==> config.mk <==
export PLATFORM = sky130hd
export DESIGN_NAME = acu_top
export DESIGN_NICKNAME = d
export VERILOG_FILES = /design/src/include/acu_pkg.sv /design/src/hdl/acu_sync.sv /design/src/hdl/acu_edge.sv /design/src/hdl/acu_top.sv
export VERILOG_INCLUDE_DIRS = /design/src /design/src/include
export SDC_FILE = /design/constraint.sdc
export NUM_CORES = 1
export LEC_CHECK = 0
export BUFFER_PORTS_ARGS = -buffer_cell sky130_fd_sc_hd__clkbuf_2
export CORE_ASPECT_RATIO = 0.9
export CORE_MARGIN = 3
export CORE_UTILIZATION = 43
export DETAILED_ROUTE_END_ITERATION = 10
export PLACE_DENSITY = 0.9
export REMOVE_ABC_BUFFERS = 1
export SLEW_MARGIN = 20
export SYNTH_ARGS = -nofsm -noshare
export SYNTH_HDL_FRONTEND = slang
export SYNTH_SLANG_ARGS = --single-unit
==> constraint.sdc <==
create_clock -name pclk -period 2.8 [get_ports pclk]
set_clock_uncertainty 0.15 [all_clocks]
set_input_delay 0.84 -clock pclk [delete_from_list [all_inputs] [get_ports pclk]]
set_output_delay 0.84 -clock pclk [all_outputs]
set_load 0.005 [all_outputs]
==> src/include/acu_params.svh <==
// Register offsets, field positions and reset values of the compare unit.
`ifndef ACU_PARAMS_SVH
`define ACU_PARAMS_SVH

`define ACU_AW            8
`define ACU_DW            32
`define ACU_OFS_CTRL      8'h00
`define ACU_OFS_STATUS    8'h04
`define ACU_OFS_MASK      8'h08

`define ACU_CTRL_EN       0
`define ACU_CTRL_BGAP     1
`define ACU_CTRL_IE       2
`define ACU_CTRL_PE       3
`define ACU_CTRL_MODE_LO  4
`define ACU_CTRL_MODE_HI  5
`define ACU_CTRL_W        6
`define ACU_CTRL_RST      6'h00

`define ACU_ST_FLAG       0
`define ACU_ST_RES        1
`define ACU_MASK_RST      1'h0
`define ACU_RDATA_ZERO    32'h0000_0000

`endif

==> src/include/acu_pkg.sv <==
// Types shared by the compare unit modules.
package acu_pkg;

  typedef enum logic [1:0] {
    ACU_EDGE_FALL,
    ACU_EDGE_RISE,
    ACU_EDGE_BOTH_ALT,
    ACU_EDGE_BOTH
  } acu_edge_t;

endpackage

==> src/hdl/acu_sync.sv <==
// Two-stage synchroniser for the asynchronous comparator output.
`timescale 1ns/1ns
module acu_sync (
  input  wire logic pclk,     // Bus clock.
  input  wire logic presetn,  // Asynchronous reset, active low.
  input  wire logic clk_en,   // Clock enable, freezes state when low.
  input  wire logic async_in, // Level from outside the clock domain.
  output logic      sync_out  // Level safe to use on pclk.
);

  logic meta_reg;

  always_ff @(posedge pclk or negedge presetn) begin
    if (!presetn) begin
      meta_reg <= 1'b0;
      sync_out <= 1'b0;
    end else if (clk_en) begin
      meta_reg <= async_in;
      sync_out <= meta_reg;
    end
  end

endmodule

==> src/hdl/acu_edge.sv <==
// Edge detector with selectable rising, falling or either edge.
`timescale 1ns/1ns
module acu_edge
  import acu_pkg::*;
(
  input  wire logic       pclk,    // Bus clock.
  input  wire logic       presetn, // Asynchronous reset, active low.
  input  wire logic       clk_en,  // Clock enable.
  input  wire logic       level,   // Synchronised comparator result.
  input  wire logic       enable,  // Comparator enabled.
  input  wire acu_edge_t  mode,    // Edge selection.
  output logic            evt      // One-cycle qualifying edge pulse.
);

  logic prev_reg;
  logic rise;
  logic fall;

  // The previous level tracks even while disabled, so enabling the
  // comparator never reports a stale edge.
  always_ff @(posedge pclk or negedge presetn) begin
    if (!presetn) begin
      prev_reg <= 1'b0;
    end else if (clk_en) begin
      prev_reg <= level;
    end
  end

  assign rise = level & ~prev_reg;
  assign fall = ~level & prev_reg;

  always_comb begin
    case (mode)
      ACU_EDGE_FALL: evt = enable & fall;
      ACU_EDGE_RISE: evt = enable & rise;
      default:       evt = enable & (rise | fall);
    endcase
  end

endmodule

==> src/hdl/acu_top.sv <==
// Analog compare unit control: registers, edge flag, pin and wake-up.
//
// Overview of operation
// Software picks rising, falling or either edge.
// Option selects internal bandgap as one input.
// Pin enable drives comparator result onto pin.
// Runs in wait; enabled interrupt wakes processor.
// Software disables comparator in wait to save current.
// Light stop keeps comparing and edge detection.
// Light stop keeps driving result pin.
// Light stop event sets flag, wakes if enabled.
// Stop exit by reset restores reset state.
// Deep stop powers down, releases the pin and clears control, mask and flag.
// Debug halt leaves comparator fully operating.
// Synchronise result; flag sticky until software clears.
//
// Added by the designer: the register offsets and the APB register port.
`timescale 1ns/1ns
`include "acu_params.svh"
module acu_top
  import acu_pkg::*;
(
  input  wire logic                pclk,             // Bus clock.
  input  wire logic                presetn,          // Reset, active low.
  input  wire logic                clk_en,           // Clock enable.
  input  wire logic                psel,             // APB select.
  input  wire logic                penable,          // APB enable.
  input  wire logic                pwrite,           // APB direction.
  input  wire logic [`ACU_AW-1:0]  paddr,            // APB byte address.
  input  wire logic [`ACU_DW-1:0]  pwdata,           // APB write data.
  output logic      [`ACU_DW-1:0]  prdata,           // APB read data.
  output logic                     pready,           // APB ready.
  output logic                     pslverr,          // APB error.
  input  wire logic                cmp_out_async,    // Raw comparator out.
  input  wire logic                wait_mode,        // Processor waiting.
  input  wire logic                light_stop_mode,  // Light stop active.
  input  wire logic                deep_stop_mode_a, // Deep stop, first.
  input  wire logic                deep_stop_mode_b, // Deep stop, second.
  input  wire logic                debug_halt,       // Background debug.
  output logic                     cmp_power_en,     // Powers comparator.
  output logic                     bandgap_sel,      // Bandgap reference.
  output logic                     compare_result_pin,    // Result pin.
  output logic                     compare_result_pin_oe, // Pin enable.
  output logic                     irq,              // Interrupt, level.
  output logic                     wakeup_req        // Wake processor.
);

  logic [`ACU_CTRL_W-1:0] ctrl_reg;
  logic                   flag_reg;
  logic                   mask_reg;
  logic [`ACU_DW-1:0]     prdata_reg;
  logic                   pslverr_reg;
  logic                   pin_reg;
  logic                   pin_oe_reg;
  logic                   irq_reg;
  logic                   wakeup_reg;
  logic                   irq_next;
  logic                   wakeup_next;

  logic                   res_sync;
  logic                   evt;
  logic                   deep_stop;
  logic                   setup;
  logic                   wr_acc;
  logic                   wr_ctrl;
  logic                   wr_status;
  logic                   wr_mask;
  logic                   clr_flag;
  logic                   mapped;

  logic                   ctl_en;
  logic                   ctl_bgap;
  logic                   ctl_ie;
  logic                   ctl_pe;
  acu_edge_t              ctl_mode;

  assign ctl_en   = ctrl_reg[`ACU_CTRL_EN];
  assign ctl_bgap = ctrl_reg[`ACU_CTRL_BGAP];
  assign ctl_ie   = ctrl_reg[`ACU_CTRL_IE];
  assign ctl_pe   = ctrl_reg[`ACU_CTRL_PE];
  assign ctl_mode = acu_edge_t'(ctrl_reg[`ACU_CTRL_MODE_HI:`ACU_CTRL_MODE_LO]);

  assign deep_stop = deep_stop_mode_a | deep_stop_mode_b;

  // Comparator result and edge detection.

  acu_sync u_acu_sync (
    .pclk     (pclk),
    .presetn  (presetn),
    .clk_en   (clk_en),
    .async_in (cmp_out_async),
    .sync_out (res_sync)
  );

  // No mode input reaches the detector: wait, light stop and debug halt
  // all leave it running exactly as in normal operation.
  acu_edge u_acu_edge (
    .pclk    (pclk),
    .presetn (presetn),
    .clk_en  (clk_en),
    .level   (res_sync),
    .enable  (ctl_en),
    .mode    (ctl_mode),
    .evt     (evt)
  );

  // APB slave: zero wait states while the clock enable is high.

  assign setup  = psel & ~penable;
  assign wr_acc = psel & penable & pready & pwrite;
  assign mapped = (paddr == `ACU_OFS_CTRL) ||
                  (paddr == `ACU_OFS_STATUS) ||
                  (paddr == `ACU_OFS_MASK);

  always_comb begin
    wr_ctrl   = 1'b0;
    wr_status = 1'b0;
    wr_mask   = 1'b0;
    if (wr_acc && paddr == `ACU_OFS_CTRL) begin
      wr_ctrl = 1'b1;
    end else if (wr_acc && paddr == `ACU_OFS_STATUS) begin
      wr_status = 1'b1;
    end else if (wr_acc && paddr == `ACU_OFS_MASK) begin
      wr_mask = 1'b1;
    end
  end

  assign clr_flag = wr_status & pwdata[`ACU_ST_FLAG];
  assign pready   = clk_en;
  assign prdata   = prdata_reg;
  assign pslverr  = pslverr_reg;

  // Read data and error are captured in the setup cycle.
  always_ff @(posedge pclk or negedge presetn) begin
    if (!presetn) begin
      prdata_reg  <= `ACU_RDATA_ZERO;
      pslverr_reg <= 1'b0;
    end else if (clk_en && setup) begin
      prdata_reg  <= `ACU_RDATA_ZERO;
      pslverr_reg <= ~mapped;
      if (paddr == `ACU_OFS_CTRL) begin
        prdata_reg[`ACU_CTRL_W-1:0] <= ctrl_reg;
      end else if (paddr == `ACU_OFS_STATUS) begin
        prdata_reg[`ACU_ST_FLAG] <= flag_reg;
        prdata_reg[`ACU_ST_RES]  <= res_sync;
      end else if (paddr == `ACU_OFS_MASK) begin
        prdata_reg[`ACU_ST_FLAG] <= mask_reg;
      end
    end
  end

  // Control register; deep stop returns it to reset.
  always_ff @(posedge pclk or negedge presetn) begin
    if (!presetn) begin
      ctrl_reg <= `ACU_CTRL_RST;
    end else if (clk_en) begin
      if (deep_stop) begin
        ctrl_reg <= `ACU_CTRL_RST;
      end else if (wr_ctrl) begin
        ctrl_reg <= pwdata[`ACU_CTRL_W-1:0];
      end
    end
  end

  always_ff @(posedge pclk or negedge presetn) begin
    if (!presetn) begin
      mask_reg <= `ACU_MASK_RST;
    end else if (clk_en) begin
      if (deep_stop) begin
        mask_reg <= `ACU_MASK_RST;
      end else if (wr_mask) begin
        mask_reg <= pwdata[`ACU_ST_FLAG];
      end
    end
  end

  // Event flag: a new event wins over a write-one-to-clear.
  always_ff @(posedge pclk or negedge presetn) begin
    if (!presetn) begin
      flag_reg <= 1'b0;
    end else if (clk_en) begin
      if (deep_stop) begin
        flag_reg <= 1'b0;
      end else if (evt) begin
        flag_reg <= 1'b1;
      end else if (clr_flag) begin
        flag_reg <= 1'b0;
      end
    end
  end

  // Analog side and result pin.

  assign cmp_power_en = ctl_en & ~deep_stop;
  assign bandgap_sel  = ctl_bgap;
  assign compare_result_pin    = pin_reg;
  assign compare_result_pin_oe = pin_oe_reg;

  always_ff @(posedge pclk or negedge presetn) begin
    if (!presetn) begin
      pin_reg    <= 1'b0;
      pin_oe_reg <= 1'b0;
    end else if (clk_en) begin
      pin_oe_reg <= ctl_en & ctl_pe & ~deep_stop;
      pin_reg    <= ctl_en & ctl_pe & ~deep_stop & res_sync;
    end
  end

  // Interrupt and wake-up requests.

  assign irq_next    = flag_reg & mask_reg & ctl_ie;
  assign wakeup_next = irq_next & (wait_mode | light_stop_mode);
  assign irq         = irq_reg;
  assign wakeup_req  = wakeup_reg;

  always_ff @(posedge pclk or negedge presetn) begin
    if (!presetn) begin
      irq_reg    <= 1'b0;
      wakeup_reg <= 1'b0;
    end else if (clk_en) begin
      irq_reg    <= irq_next;
      wakeup_reg <= wakeup_next;
    end
  end
endmodule

Word level (Yosys, flattened, before mapping) --
Index checks and enable logic that the tools add are counted. Widths: inputs -> output; s select.
Cells by class: mux-type cells 19, bitwise logic cells 25, eq/ne operators 3, reduce and logical (&&, ||, !) cells 14
Operators by type and width (number):
- $and 1x1->1 | 17
- $mux 1 | 14
- $mux 6 | 2
- $eq 8x3->1 const B | 1
- $eq 8x4->1 const B | 1
- $logic_not 8->1 | 1
- $reduce_and 2->1 | 3
- $not 1->1 | 5
- $logic_and 1x1->1 | 4
- $mux 4 | 1
- $reduce_bool 2->1 | 2
- $or 1x1->1 | 3
- $reduce_bool 3->1 | 1
- $eq 2x1->1 const B | 1
- $logic_not 2->1 | 1
- $logic_or 1x1->1 | 2
- $mux 2 | 1
- $pmux 1 s2 | 1
Storage, ports and cells: flip-flop bits (word level) 22, output and inout port bits 40

Logic depth before layout (Yosys ltp) --
Gate-level depths: netlist of the first run.
depth in word-level cells 10, gate-level depth with buffers 5, gate-level depth less buffers 5

Cells and area by module --
Synthesis of the first run repeated with hierarchy kept, for this count alone.
Unflattened totals: cell total of the unflattened synthesis 118, area total of the unflattened synthesis 1219.9 um2
Modules (own cells, without submodules):
- acu_top | instances 1, sequential area each 475.5 um2, area an instance 1056.0 um2, cells each 104
- acu_edge | instances 1, sequential area each 25.0 um2, area an instance 91.3 um2, cells each 10
- acu_sync | instances 1, sequential area each 50.0 um2, area an instance 72.6 um2, cells each 4

Worst setup path after synthesis of the first run --
Ideal clock, no wire load.
path type input to register, start point in paddr[7], end point reg ctrl_reg[0], setup time 0.121 ns, path slack 0.594 ns, data required time 2.529 ns, stages 4, data arrival time 1.935 ns, cells stage by stage nor4_4 nand2_4 o41a_1 a22o_1
Between the ends: longest elaborated chain between the ends 5
Ends and longest elaborated chain:
- from (decl) | RTL line acu_top.sv:29 | input wire logic [`ACU_AW-1:0] paddr,
- $logic_not 8->1 (no source line)
- $logic_and 1x1->1 (no source line)
- $mux 1 | RTL line acu_top.sv:119 | if (wr_acc && paddr == `ACU_OFS_CTRL) begin
- $reduce_bool 2->1 (no source line)
- $reduce_and 2->1 (no source line)
- to (signal assigned) | RTL line acu_top.sv:155 | ctrl_reg <= `ACU_CTRL_RST;
- to (signal assigned) | RTL line acu_top.sv:158 | ctrl_reg <= `ACU_CTRL_RST;
- to (signal assigned) | RTL line acu_top.sv:160 | ctrl_reg <= pwdata[`ACU_CTRL_W-1:0];
- to (decl) | RTL line acu_top.sv:48 | logic [`ACU_CTRL_W-1:0] ctrl_reg;
No other way between the ends. A chain may end at the register's enable or synchronous reset.

Worst setup path in the final report of the first run --
start point in deep_stop_mode_b, end point out cmp_power_en
Between the ends: longest elaborated chain between the ends 3
Ends and longest elaborated chain:
- from (decl) | RTL line acu_top.sv:38 | input wire logic deep_stop_mode_b,
- $or 1x1->1 | RTL line acu_top.sv:83 | assign deep_stop = deep_stop_mode_a | deep_stop_mode_b;
- $not 1->1 | RTL line acu_top.sv:194 | assign cmp_power_en = ctl_en & ~deep_stop;
- $and 1x1->1 | RTL line acu_top.sv:194
- to (decl) | RTL line acu_top.sv:40 | output logic cmp_power_en,
No other way between the ends.

==> impl_metrics.yaml, run 1 <==
detailed_routing:
  initialDrtViolationCount: 37
  drt_pre_antenna_iters: 4
  wl_mm: 2.34
  postRouteAntennaNets: 0
  drc: 0
  route.vias.total: 934
  drt-wirelength-per-cell_microns: 12.0
  route.detailed.vias_per_inst: 4.79
cts:
  ctsResizeCount: 0
  cts_htree_levels: 1
  root_buffer_cell: "sky130_fd_sc_hd__clkbuf_4"
  worst_setup_hold_path_clk_slew_ps: 120
  clock_insertion_delay_worst_skew_ps: 300
  post_cts_buffers: 0
  holdBufCountCts: 0
  tritoncts: "done"
  clock_path_buffers: 2
  tritoncts_num_sinks: 22
  numCtsBuffers: 3
synth:
  main_combinational_cell_family_by_area_after_synthesis: "buffers and inverters"
  post_synth_instance_area_sq_um: 1240
  synth-seq-area-share_pct: 44.2
  synth_top_area_share_pct: 44.2
  syn_area_per_cell_sq_um: 10.5
  muxShareOfSynthArea_pct: 5.13
  synth_warnings: 0
  yosys.area_share.adder_pct: 2.01
  post_synth_inst_count: 119
  synth_edf_count: 0
  ys.flop_type: "sky130_fd_sc_hd__dfrtp_1"
  synth_compound_area_share_pct: 15.7
  netlist.top_cell.by_area: "sky130_fd_sc_hd__dfrtp_1"
  ys_async_sr_fraction_pct: 100
  synth.ff_latch_count: 22
  synth_cell_types: 35
  post_synth_xor_xnor_area_pct: 0
  share_of_synthesized_cell_area_in_and_or_nand_and_nor_gates_pct: 13.0
  synth_top_cells_by_area: "sky130_fd_sc_hd__dfrtp_1 44%, sky130_fd_sc_hd__buf_4 16%, sky130_fd_sc_hd__a22o_1 7.0%"
cells_and_area:
  drive_gt1_share_pct: 33.1
  area_delta_synth_final_pct: 14.5
  final_area_sq_um: 1430
  insertedDiodeCount: 0
  fin_nets: 212
timing:
  slew_headroom_pct: 58.4
  max_slew.worst_pin.slew_ps: 618
  total_negative_slack_ps: 0
  final_hold_viol_count: 0
  fin_crit_sh_pct: 85.6
  period_minus_slack_ps: 2400
  max_freq_mhz: 417
  setup_repair_after_global_routing_missed_its_margin: "no"
  setup-violations-final: 0
  timing.final.max_slew_violations: 0
grt:
  grt_remaining_overflow: 0
  number_of_global_route_vias_before_repair: 904
  grt_first_pass_wirelength_mm: 3.88
  maximum_number_of_pins_on_one_net_before_global_route_repair: 23
  number_of_antenna_violations_at_the_first_check_in_global_routing: 0
  grt_use_total_pct: 13.3
worst_setup_path:
  startpoint_of_the_worst_register_to_register_path: "u_acu_sync.sync_out"
  cp_common_cell: "sky130_fd_sc_hd__clkbuf_2"
  largest_fanout_on_the_critical_path: 3
  crit_type: "primary input to output port"
  worst_setup_path_end_kind: "output port"
  required_ps: 1810
  cp_cell_sequence: "clkbuf_2 > nor2_1 > and2_1 > clkbuf_2"
  cp_top_family: "simple AND/OR/NAND/NOR gates"
  worst_path_largest_cell_delay_ps: 210
  critical_path_arrival_ps: 1410
  cp-startpoint: "deep_stop_mode_b"
  path_depth: 4
  critical-path-slowest-cell: "sky130_fd_sc_hd__and2_1"
  worstRegToRegCells: 5
  timing.critical_path.buf_inv: 2
  critical_path.startpoint_type: "primary input"
placement:
  globalplace.congestion: 0.847
  dp_hpwl_mm: 1.95
  dpl-instance-area_sq_um: 1370
  portBuffers: 38
die:
  die_height_microns: 57.0
  number_of_top_level_design_ports: 92
  die_x_microns: 62.7
  core_outline_area_sq_um: 2590
  initial_utilization_pct: 48.0
  rows: 17
  die-area_sq_um: 3580
outcome:
  outcome: "completed"
hold_path:
  hold_class: "primary input to asynchronous set/reset pin"
power_and_ir_drop:
  static-leakage-power_nw: 0.767
  finalPower_mw: 0.633
  power_per_cell_area_nw_per_um2: 444
  ir_worst_vdd_mv: 0.261
flow_run:
  drv_cap: 0
## power by group
| part | switching [mW] | internal, mW | leakage [nW] |
|---|---|---|---|
| combinational | 0.0437 | 0.0264 | 0.443 |
| sequential | 0.00362 | 0.323 | 0.297 |
| clock | 0.0920 | 0.145 | 0.0279 |
| total | 0.139 | 0.494 | 0.767 |
## synthesized netlist by cell type, types with 2 or more instances
| cell type | number |
|---|---|
| sky130_fd_sc_hd__a22o_1 | 10 |
| sky130_fd_sc_hd__buf_4 | 27 |
| sky130_fd_sc_hd__clkbuf_1 | 3 |
| sky130_fd_sc_hd__dfrtp_1 | 22 |
| sky130_fd_sc_hd__ha_1 | 2 |
| sky130_fd_sc_hd__inv_1 | 7 |
| sky130_fd_sc_hd__mux2_2 | 3 |
| sky130_fd_sc_hd__mux2i_1 | 3 |
| sky130_fd_sc_hd__nand2_1 | 9 |
| sky130_fd_sc_hd__nor2_1 | 4 |
| sky130_fd_sc_hd__nor4_1 | 2 |
| sky130_fd_sc_hd__o21ai_0 | 4 |
## cell usage in the layout, fill, tap and decap left out, types with 2 or more instances in the layout
cell | synthesis | routed
sky130_fd_sc_hd__a22o_1 | 10 | 10
sky130_fd_sc_hd__mux2i_1 | 3 | 3
sky130_fd_sc_hd__buf_4 | 27 | 2
sky130_fd_sc_hd__nor4_1 | 2 | 2
sky130_fd_sc_hd__conb_1 | 1 | 26
sky130_fd_sc_hd__dfrtp_1 | 22 | 22
sky130_fd_sc_hd__clkbuf_2 | 0 | 38
sky130_fd_sc_hd__clkbuf_4 | 0 | 3
sky130_fd_sc_hd__inv_1 | 7 | 7
sky130_fd_sc_hd__o21ai_0 | 4 | 4
sky130_fd_sc_hd__nor2_1 | 4 | 4
sky130_fd_sc_hd__nand2_1 | 9 | 9
sky130_fd_sc_hd__ha_1 | 2 | 2
sky130_fd_sc_hd__mux2_2 | 3 | 3
## per-stage QoR
stage / hold WS [ps] / setup WS (ps) / utilization (%) / instances
final: 333 / 404 / 54.9 / 195
after floorplan: 298 / 594 / - / 113
after global routing: 354 / 349 / 54.9 / 195
after detailed placement: 318 / 378 / 52.9 / 191
after global placement: 315 / 411 / 52.9 / 191
after CTS: 343 / 397 / 54.9 / 195
## layer usage
| metal | global-route usage (%) | vias up | wire length (microns) | share of wire, % |
|---|---|---|---|---|
| met5 | 0 | - | 0 | 0 |
| met4 | 1.57 | 0 | 0 | 0 |
| met3 | 4.53 | 0 | 217 | 9.3 |
| met2 | 24.8 | 44 | 1190 | 51 |
| met1 | 15.3 | 448 | 933 | 40 |
| li1 | - | 442 | - | - |
## worst paths after layout
check,endpoint,slack [ps]
setup / recovery,cmp_power_en,400
hold / removal,prdata[0],330
setup reg to reg,flag_reg,1300
hold reg to reg,prdata[1],350
max in group asynchronous,u_acu_sync.meta_reg,1810
min in group pclk,prdata[1],350
## final cells by class
class,instances,area [sq um]
Sequential cell,22,551
Clock buffer,3,22.5
Multi-Input combinational cell,84,543
Inverter,7,26.3
Clock inverter,1,30.0
Timing Repair Buffer,40,205
Fill cell,233,1170
Tap cell,38,47.5
## kinds of logic after synthesis
family          after synthesis
mux                           6
other cells                   1
buf+inv                      38
fa+ha+maj                     2
simple gates                 25
flops                        22
compound gates               25
Power figures use the tool's default switching activity.
==> run 2: changes to the inputs <==
--- a/config.mk
+++ b/config.mk
@@ -12,6 +12,7 @@
 export CORE_UTILIZATION = 43
 export DETAILED_ROUTE_END_ITERATION = 10
 export PLACE_DENSITY = 0.9
+export RECOVER_POWER = 100
 export REMOVE_ABC_BUFFERS = 1
 export SLEW_MARGIN = 20
 export SYNTH_ARGS = -nofsm -noshare
==> run 2 against run 1 <==
Against the previous run:
- global-route usage stayed put
- highest routed layer unchanged
- design area shrank 1.3%
- fmax decreased by 1.9%
- register-to-register slack barely moved
- sequential share of layout area rose by 0.52 points
- die area stayed put
- flip-flop and latch count unchanged
==> impl_metrics.yaml, run 2 (synthesized netlist as in run 1, its figures left out) <==
outcome:
  outcome: "completed"
timing:
  max_slew.worst_pin.slew_ps: 1110
  hold_slack_ps: 346
  max_freq_mhz: 409
  setup-violations-final: 0
  period_minus_slack_ps: 2440
  fin_crit_sh_pct: 87.3
  total_negative_slack_ps: 0
  final_hold_viol_count: 0
  setup_repair_after_global_routing_missed_its_margin: "no"
  timing.final.max_slew_violations: 0
  slew_headroom_pct: 25.8
cells_and_area:
  final_core_utilization_pct: 54.2
  drive_gt1_share_pct: 26.1
  area_delta_synth_final_pct: 13.0
  layout.cells.most_common_list: "29 x sky130_fd_sc_hd__clkbuf_2, 26 x sky130_fd_sc_hd__conb_1, 22 x sky130_fd_sc_hd__dfrtp_1"
  fin_nets: 212
  layout.cells.most_common: "sky130_fd_sc_hd__clkbuf_2"
  insertedDiodeCount: 0
detailed_routing:
  postRouteAntennaNets: 0
  wl_mm: 2.35
  route.vias.total: 939
  drt_pre_antenna_iters: 4
  initialDrtViolationCount: 26
  route.detailed.vias_per_inst: 4.82
  drt-wirelength-per-cell_microns: 12.0
  drc: 0
cts:
  tritoncts_num_sinks: 22
  holdBufCountCts: 0
  tritoncts: "done"
  clock_insertion_delay_worst_skew_ps: 300
  clock_path_buffers: 2
  ctsResizeCount: 0
  cts_htree_levels: 1
  numCtsBuffers: 3
  post_cts_buffers: 0
  worst_setup_hold_path_clk_slew_ps: 120
  root_buffer_cell: "sky130_fd_sc_hd__clkbuf_4"
power_and_ir_drop:
  clkPwrFrac_pct: 37.5
  seq_power_share_pct: 51.7
  comb_power_share_pct: 10.8
  static-leakage-power_nw: 0.731
  netSwitchingFraction_pct: 22.1
  ir_worst_vdd_mv: 0.261
  power.internal_mw: 0.492
  power_switching_mw: 0.139
  power_per_cell_area_nw_per_um2: 449
  finalPower_mw: 0.632
die:
  number_of_top_level_design_ports: 92
  die-area_sq_um: 3580
  initial_utilization_pct: 48.0
  die_x_microns: 62.7
  die_height_microns: 57.0
  core_outline_area_sq_um: 2590
  rows: 17
worst_setup_path:
  largest_fanout_on_the_critical_path: 3
  regToRegSetupSlack_ps: 1310
  critical-path-slowest-cell: "sky130_fd_sc_hd__and2_0"
  worst_setup_path_end_kind: "output port"
  required_ps: 1810
  cp_common_cell: "sky130_fd_sc_hd__clkbuf_2"
  worstRegToRegCells: 5
  critical_path.startpoint_type: "primary input"
  crit_type: "primary input to output port"
  cp_cell_sequence: "clkbuf_2 > nor2_1 > and2_0 > clkbuf_2"
  critical_path_arrival_ps: 1450
  worst_path_largest_cell_delay_ps: 240
placement:
  portBuffers: 38
  dp_hpwl_mm: 1.95
  globalplace.congestion: 0.847
grt:
  grt_first_pass_wirelength_mm: 3.88
  global_route.peak_usage_layer: "met2"
  global_route.usage.met3_pct: 4.53
  met1_usage_pct: 15.3
  grt_remaining_overflow: 0
  maximum_number_of_pins_on_one_net_before_global_route_repair: 23
  number_of_global_route_vias_before_repair: 904
  grt_use_total_pct: 13.3
  number_of_antenna_violations_at_the_first_check_in_global_routing: 0
  grt_met2_usage_pct: 24.8
hold_path:
  min_path_cells: 2
  hold_class: "register to register"
flow_run:
  drv_cap: 0
==> run 2: power by group through the flow <==
stage               Clock (mW)  Sequential (mW)  Combinational (mW)
finish                   0.237            0.327              0.0683
global route             0.252            0.327              0.0783
CTS                      0.241            0.327              0.0691
detailed placement           0            0.333              0.0688
global placement             0            0.332              0.0662
floorplan                    0            0.332              0.0303
==> run 2: layout make-up <==
class,count,area [sq um]
multi-input cells,84,543
repair buffers,40,186
flip-flops and latches,22,551
inverters,7,26.3
fillers,238,1190
well taps,38,47.5
clock inverters,1,30.0
clock buffers,3,22.5
==> run 2: metal layers <==
layer	share of wire (%)	up-vias
met2	50	48
li1	-	442
met3	9.6	0
met4	0	0
met5	0	-
met1	40	449
==> run 2: path summary, 6_finish.rpt <==
kind,startpoint,end
min in group asynchronous,presetn,prdata[0]
max in group asynchronous,presetn,u_acu_sync.meta_reg
max reg2reg,u_acu_sync.sync_out,flag_reg
min reg2reg,prdata[1],prdata[1]
max,deep_stop_mode_b,cmp_power_en
min,prdata[1],prdata[1]
==> run 2: worst max-delay path, delay by kind of cell <==
| family | cells | cell delay, ps |
|---|---|---|
| and+or+nand+nor | 2 | 370 |
| buffers and inverters | 2 | 240 |
==> run 2: stage by stage <==
step	instance area [sq um]	setup WS, ps	instances
floorplan	1120	594	113
global placement	1370	411	191
detailed placement	1370	378	191
CTS	1430	397	195
global route	1410	295	195
finish	1410	357	195
==> run 3: changes to the inputs <==
--- a/config.mk
+++ b/config.mk
@@ -11,7 +11,7 @@
 export CORE_MARGIN = 3
 export CORE_UTILIZATION = 43
 export DETAILED_ROUTE_END_ITERATION = 10
-export PLACE_DENSITY = 0.9
+export PLACE_DENSITY = 0.85
 export RECOVER_POWER = 100
 export REMOVE_ABC_BUFFERS = 1
 export SLEW_MARGIN = 20
==> run 3 against run 2 <==
Against the previous run:
- cell count stayed put
- sequential share of layout area hardly changed
- non-clock buffer count stayed put
- global-route usage is 0.96 points higher
==> impl_metrics.yaml, run 3 (synthesized netlist as in run 1, its figures left out) <==
power_and_ir_drop:
  finalPower_mw: 0.638
  static-leakage-power_nw: 0.733
  ir_worst_vdd_mv: 0.180
  power_per_cell_area_nw_per_um2: 453
worst_setup_path:
  critPathCapture: "cmp_power_en"
  critical_path.startpoint_type: "primary input"
  worst_path_largest_cell_delay_ps: 230
  crit_type: "primary input to output port"
  path_depth: 4
  timing.critical_path.buf_inv: 2
  cp_common_cell: "sky130_fd_sc_hd__clkbuf_2"
  critical_path_arrival_ps: 1430
  cp_top_family: "simple AND/OR/NAND/NOR gates"
  worst_setup_path_end_kind: "output port"
  critical-path-slowest-cell: "sky130_fd_sc_hd__and2_0"
  largest_fanout_on_the_critical_path: 3
  startpoint_of_the_worst_register_to_register_path: "u_acu_sync.sync_out"
  crit-reg2reg-capture: "flag_reg"
  cp_cell_sequence: "clkbuf_2 > nor2_1 > and2_0 > clkbuf_2"
  regToRegSetupSlack_ps: 1340
  required_ps: 1810
  worstRegToRegCells: 5
  cp-startpoint: "deep_stop_mode_b"
timing:
  max_slew.worst_pin.slew_ps: 1150
  slew_headroom_pct: 23.6
  timing.final.max_slew_violations: 0
  period_minus_slack_ps: 2420
  max_freq_mhz: 414
  total_negative_slack_ps: 0
  fin_crit_sh_pct: 86.3
  final_critical_path_setup_slack_ps: 383
  setup-violations-final: 0
  setup_repair_after_global_routing_missed_its_margin: "no"
  final_hold_viol_count: 0
cts:
  clock_insertion_delay_worst_skew_ps: 300
  holdBufCountCts: 0
  tritoncts_num_sinks: 22
  ctsResizeCount: 0
  worst_setup_hold_path_clk_slew_ps: 130
  post_cts_buffers: 0
  numCtsBuffers: 3
  cts_htree_levels: 1
  clock_path_buffers: 2
  root_buffer_cell: "sky130_fd_sc_hd__clkbuf_4"
  tritoncts: "done"
detailed_routing:
  route.detailed.vias_per_inst: 4.76
  postRouteAntennaNets: 0
  wl_mm: 2.50
  route.vias.total: 928
  drc: 0
  drt-wirelength-per-cell_microns: 12.8
  drt_pre_antenna_iters: 4
  initialDrtViolationCount: 18
die:
  die_height_microns: 57.0
  rows: 17
  number_of_top_level_design_ports: 92
  die_x_microns: 62.7
  initial_utilization_pct: 48.0
  die-area_sq_um: 3580
  core_outline_area_sq_um: 2590
cells_and_area:
  final_core_utilization_pct: 54.2
  insertedDiodeCount: 0
  drive_gt1_share_pct: 26.8
  layout.cells.most_common: "sky130_fd_sc_hd__clkbuf_2"
  fin_nets: 212
  layout.filler_cells: 252
  area_occupied_by_multi_input_gates_sq_um: 543
  regArea_sq_um: 551
  layout.cells.most_common_list: "30 x sky130_fd_sc_hd__clkbuf_2, 26 x sky130_fd_sc_hd__conb_1, 22 x sky130_fd_sc_hd__dfrtp_1"
  area_delta_synth_final_pct: 13.1
hold_path:
  min_path_cells: 2
  hold_class: "register to register"
placement:
  portBuffers: 38
  dpl_worst_slack_ps: 374
  globalplace.congestion: 0.833
  dp_hpwl_mm: 2.03
grt:
  maximum_number_of_pins_on_one_net_before_global_route_repair: 23
  grt_use_total_pct: 14.3
  grt_remaining_overflow: 0
  number_of_antenna_violations_at_the_first_check_in_global_routing: 0
  grt_first_pass_wirelength_mm: 4.15
  number_of_global_route_vias_before_repair: 935
flow_run:
  drv_cap: 0
outcome:
  outcome: "completed"
## run 3: metal layers
layer	global-route usage, %	vias up	part of all wire [%]
met4	3.46	0	0.48
met1	16.5	445	41
met5	0	-	0
met2	26.4	40	51
met3	3.74	2	7.1
li1	-	441	-
## run 3: cell type report
cell class              instances  area share (%)
clock buffers                   3            1.60
clock inverters                 1            2.13
inverters                       7            1.87
multi-input cells              84            38.6
flip-flops and latches         22            39.1
well taps                      38            3.38
repair buffers                 40            13.3
## run 3: worst register-to-register path, cell delays in order, from the launching register on
cell	delay, ps
sky130_fd_sc_hd__dfrtp_1	420
sky130_fd_sc_hd__inv_1	80
sky130_fd_sc_hd__ha_1	190
sky130_fd_sc_hd__mux2_2	250
sky130_fd_sc_hd__o2111ai_1	170
sky130_fd_sc_hd__o21ai_0	100
## run 3: stage by stage
step           instance area, sq um  instances  hold slack (ps)
2_1_floorplan                  1120        113              298
3_3_place_gp                   1370        191              310
3_5_place_dp                   1370        191              330
4_1_cts                        1430        195              351
5_1_grt                        1410        195              397
6_report                       1410        195              359
## run 3: where the power goes
group	internal [mW]	total [mW]	leakage, nW	switching (mW)
combinational	0.0250	0.0696	0.408	0.0447
sequential	0.323	0.327	0.297	0.00357
clock	0.145	0.242	0.0279	0.0975
## run 3: worst min path at each step
stage | startpoint | end | slack [ps]
after global placement | prdata[0] | prdata[0] | 310
after detailed placement | prdata[1] | prdata[1] | 330
after global routing | prdata[0] | prdata[0] | 400
after CTS | presetn | prdata[5] | 350
final | u_acu_sync.meta_reg | u_acu_sync.sync_out | 360
after floorplan | u_acu_sync.meta_reg | u_acu_sync.sync_out | 300
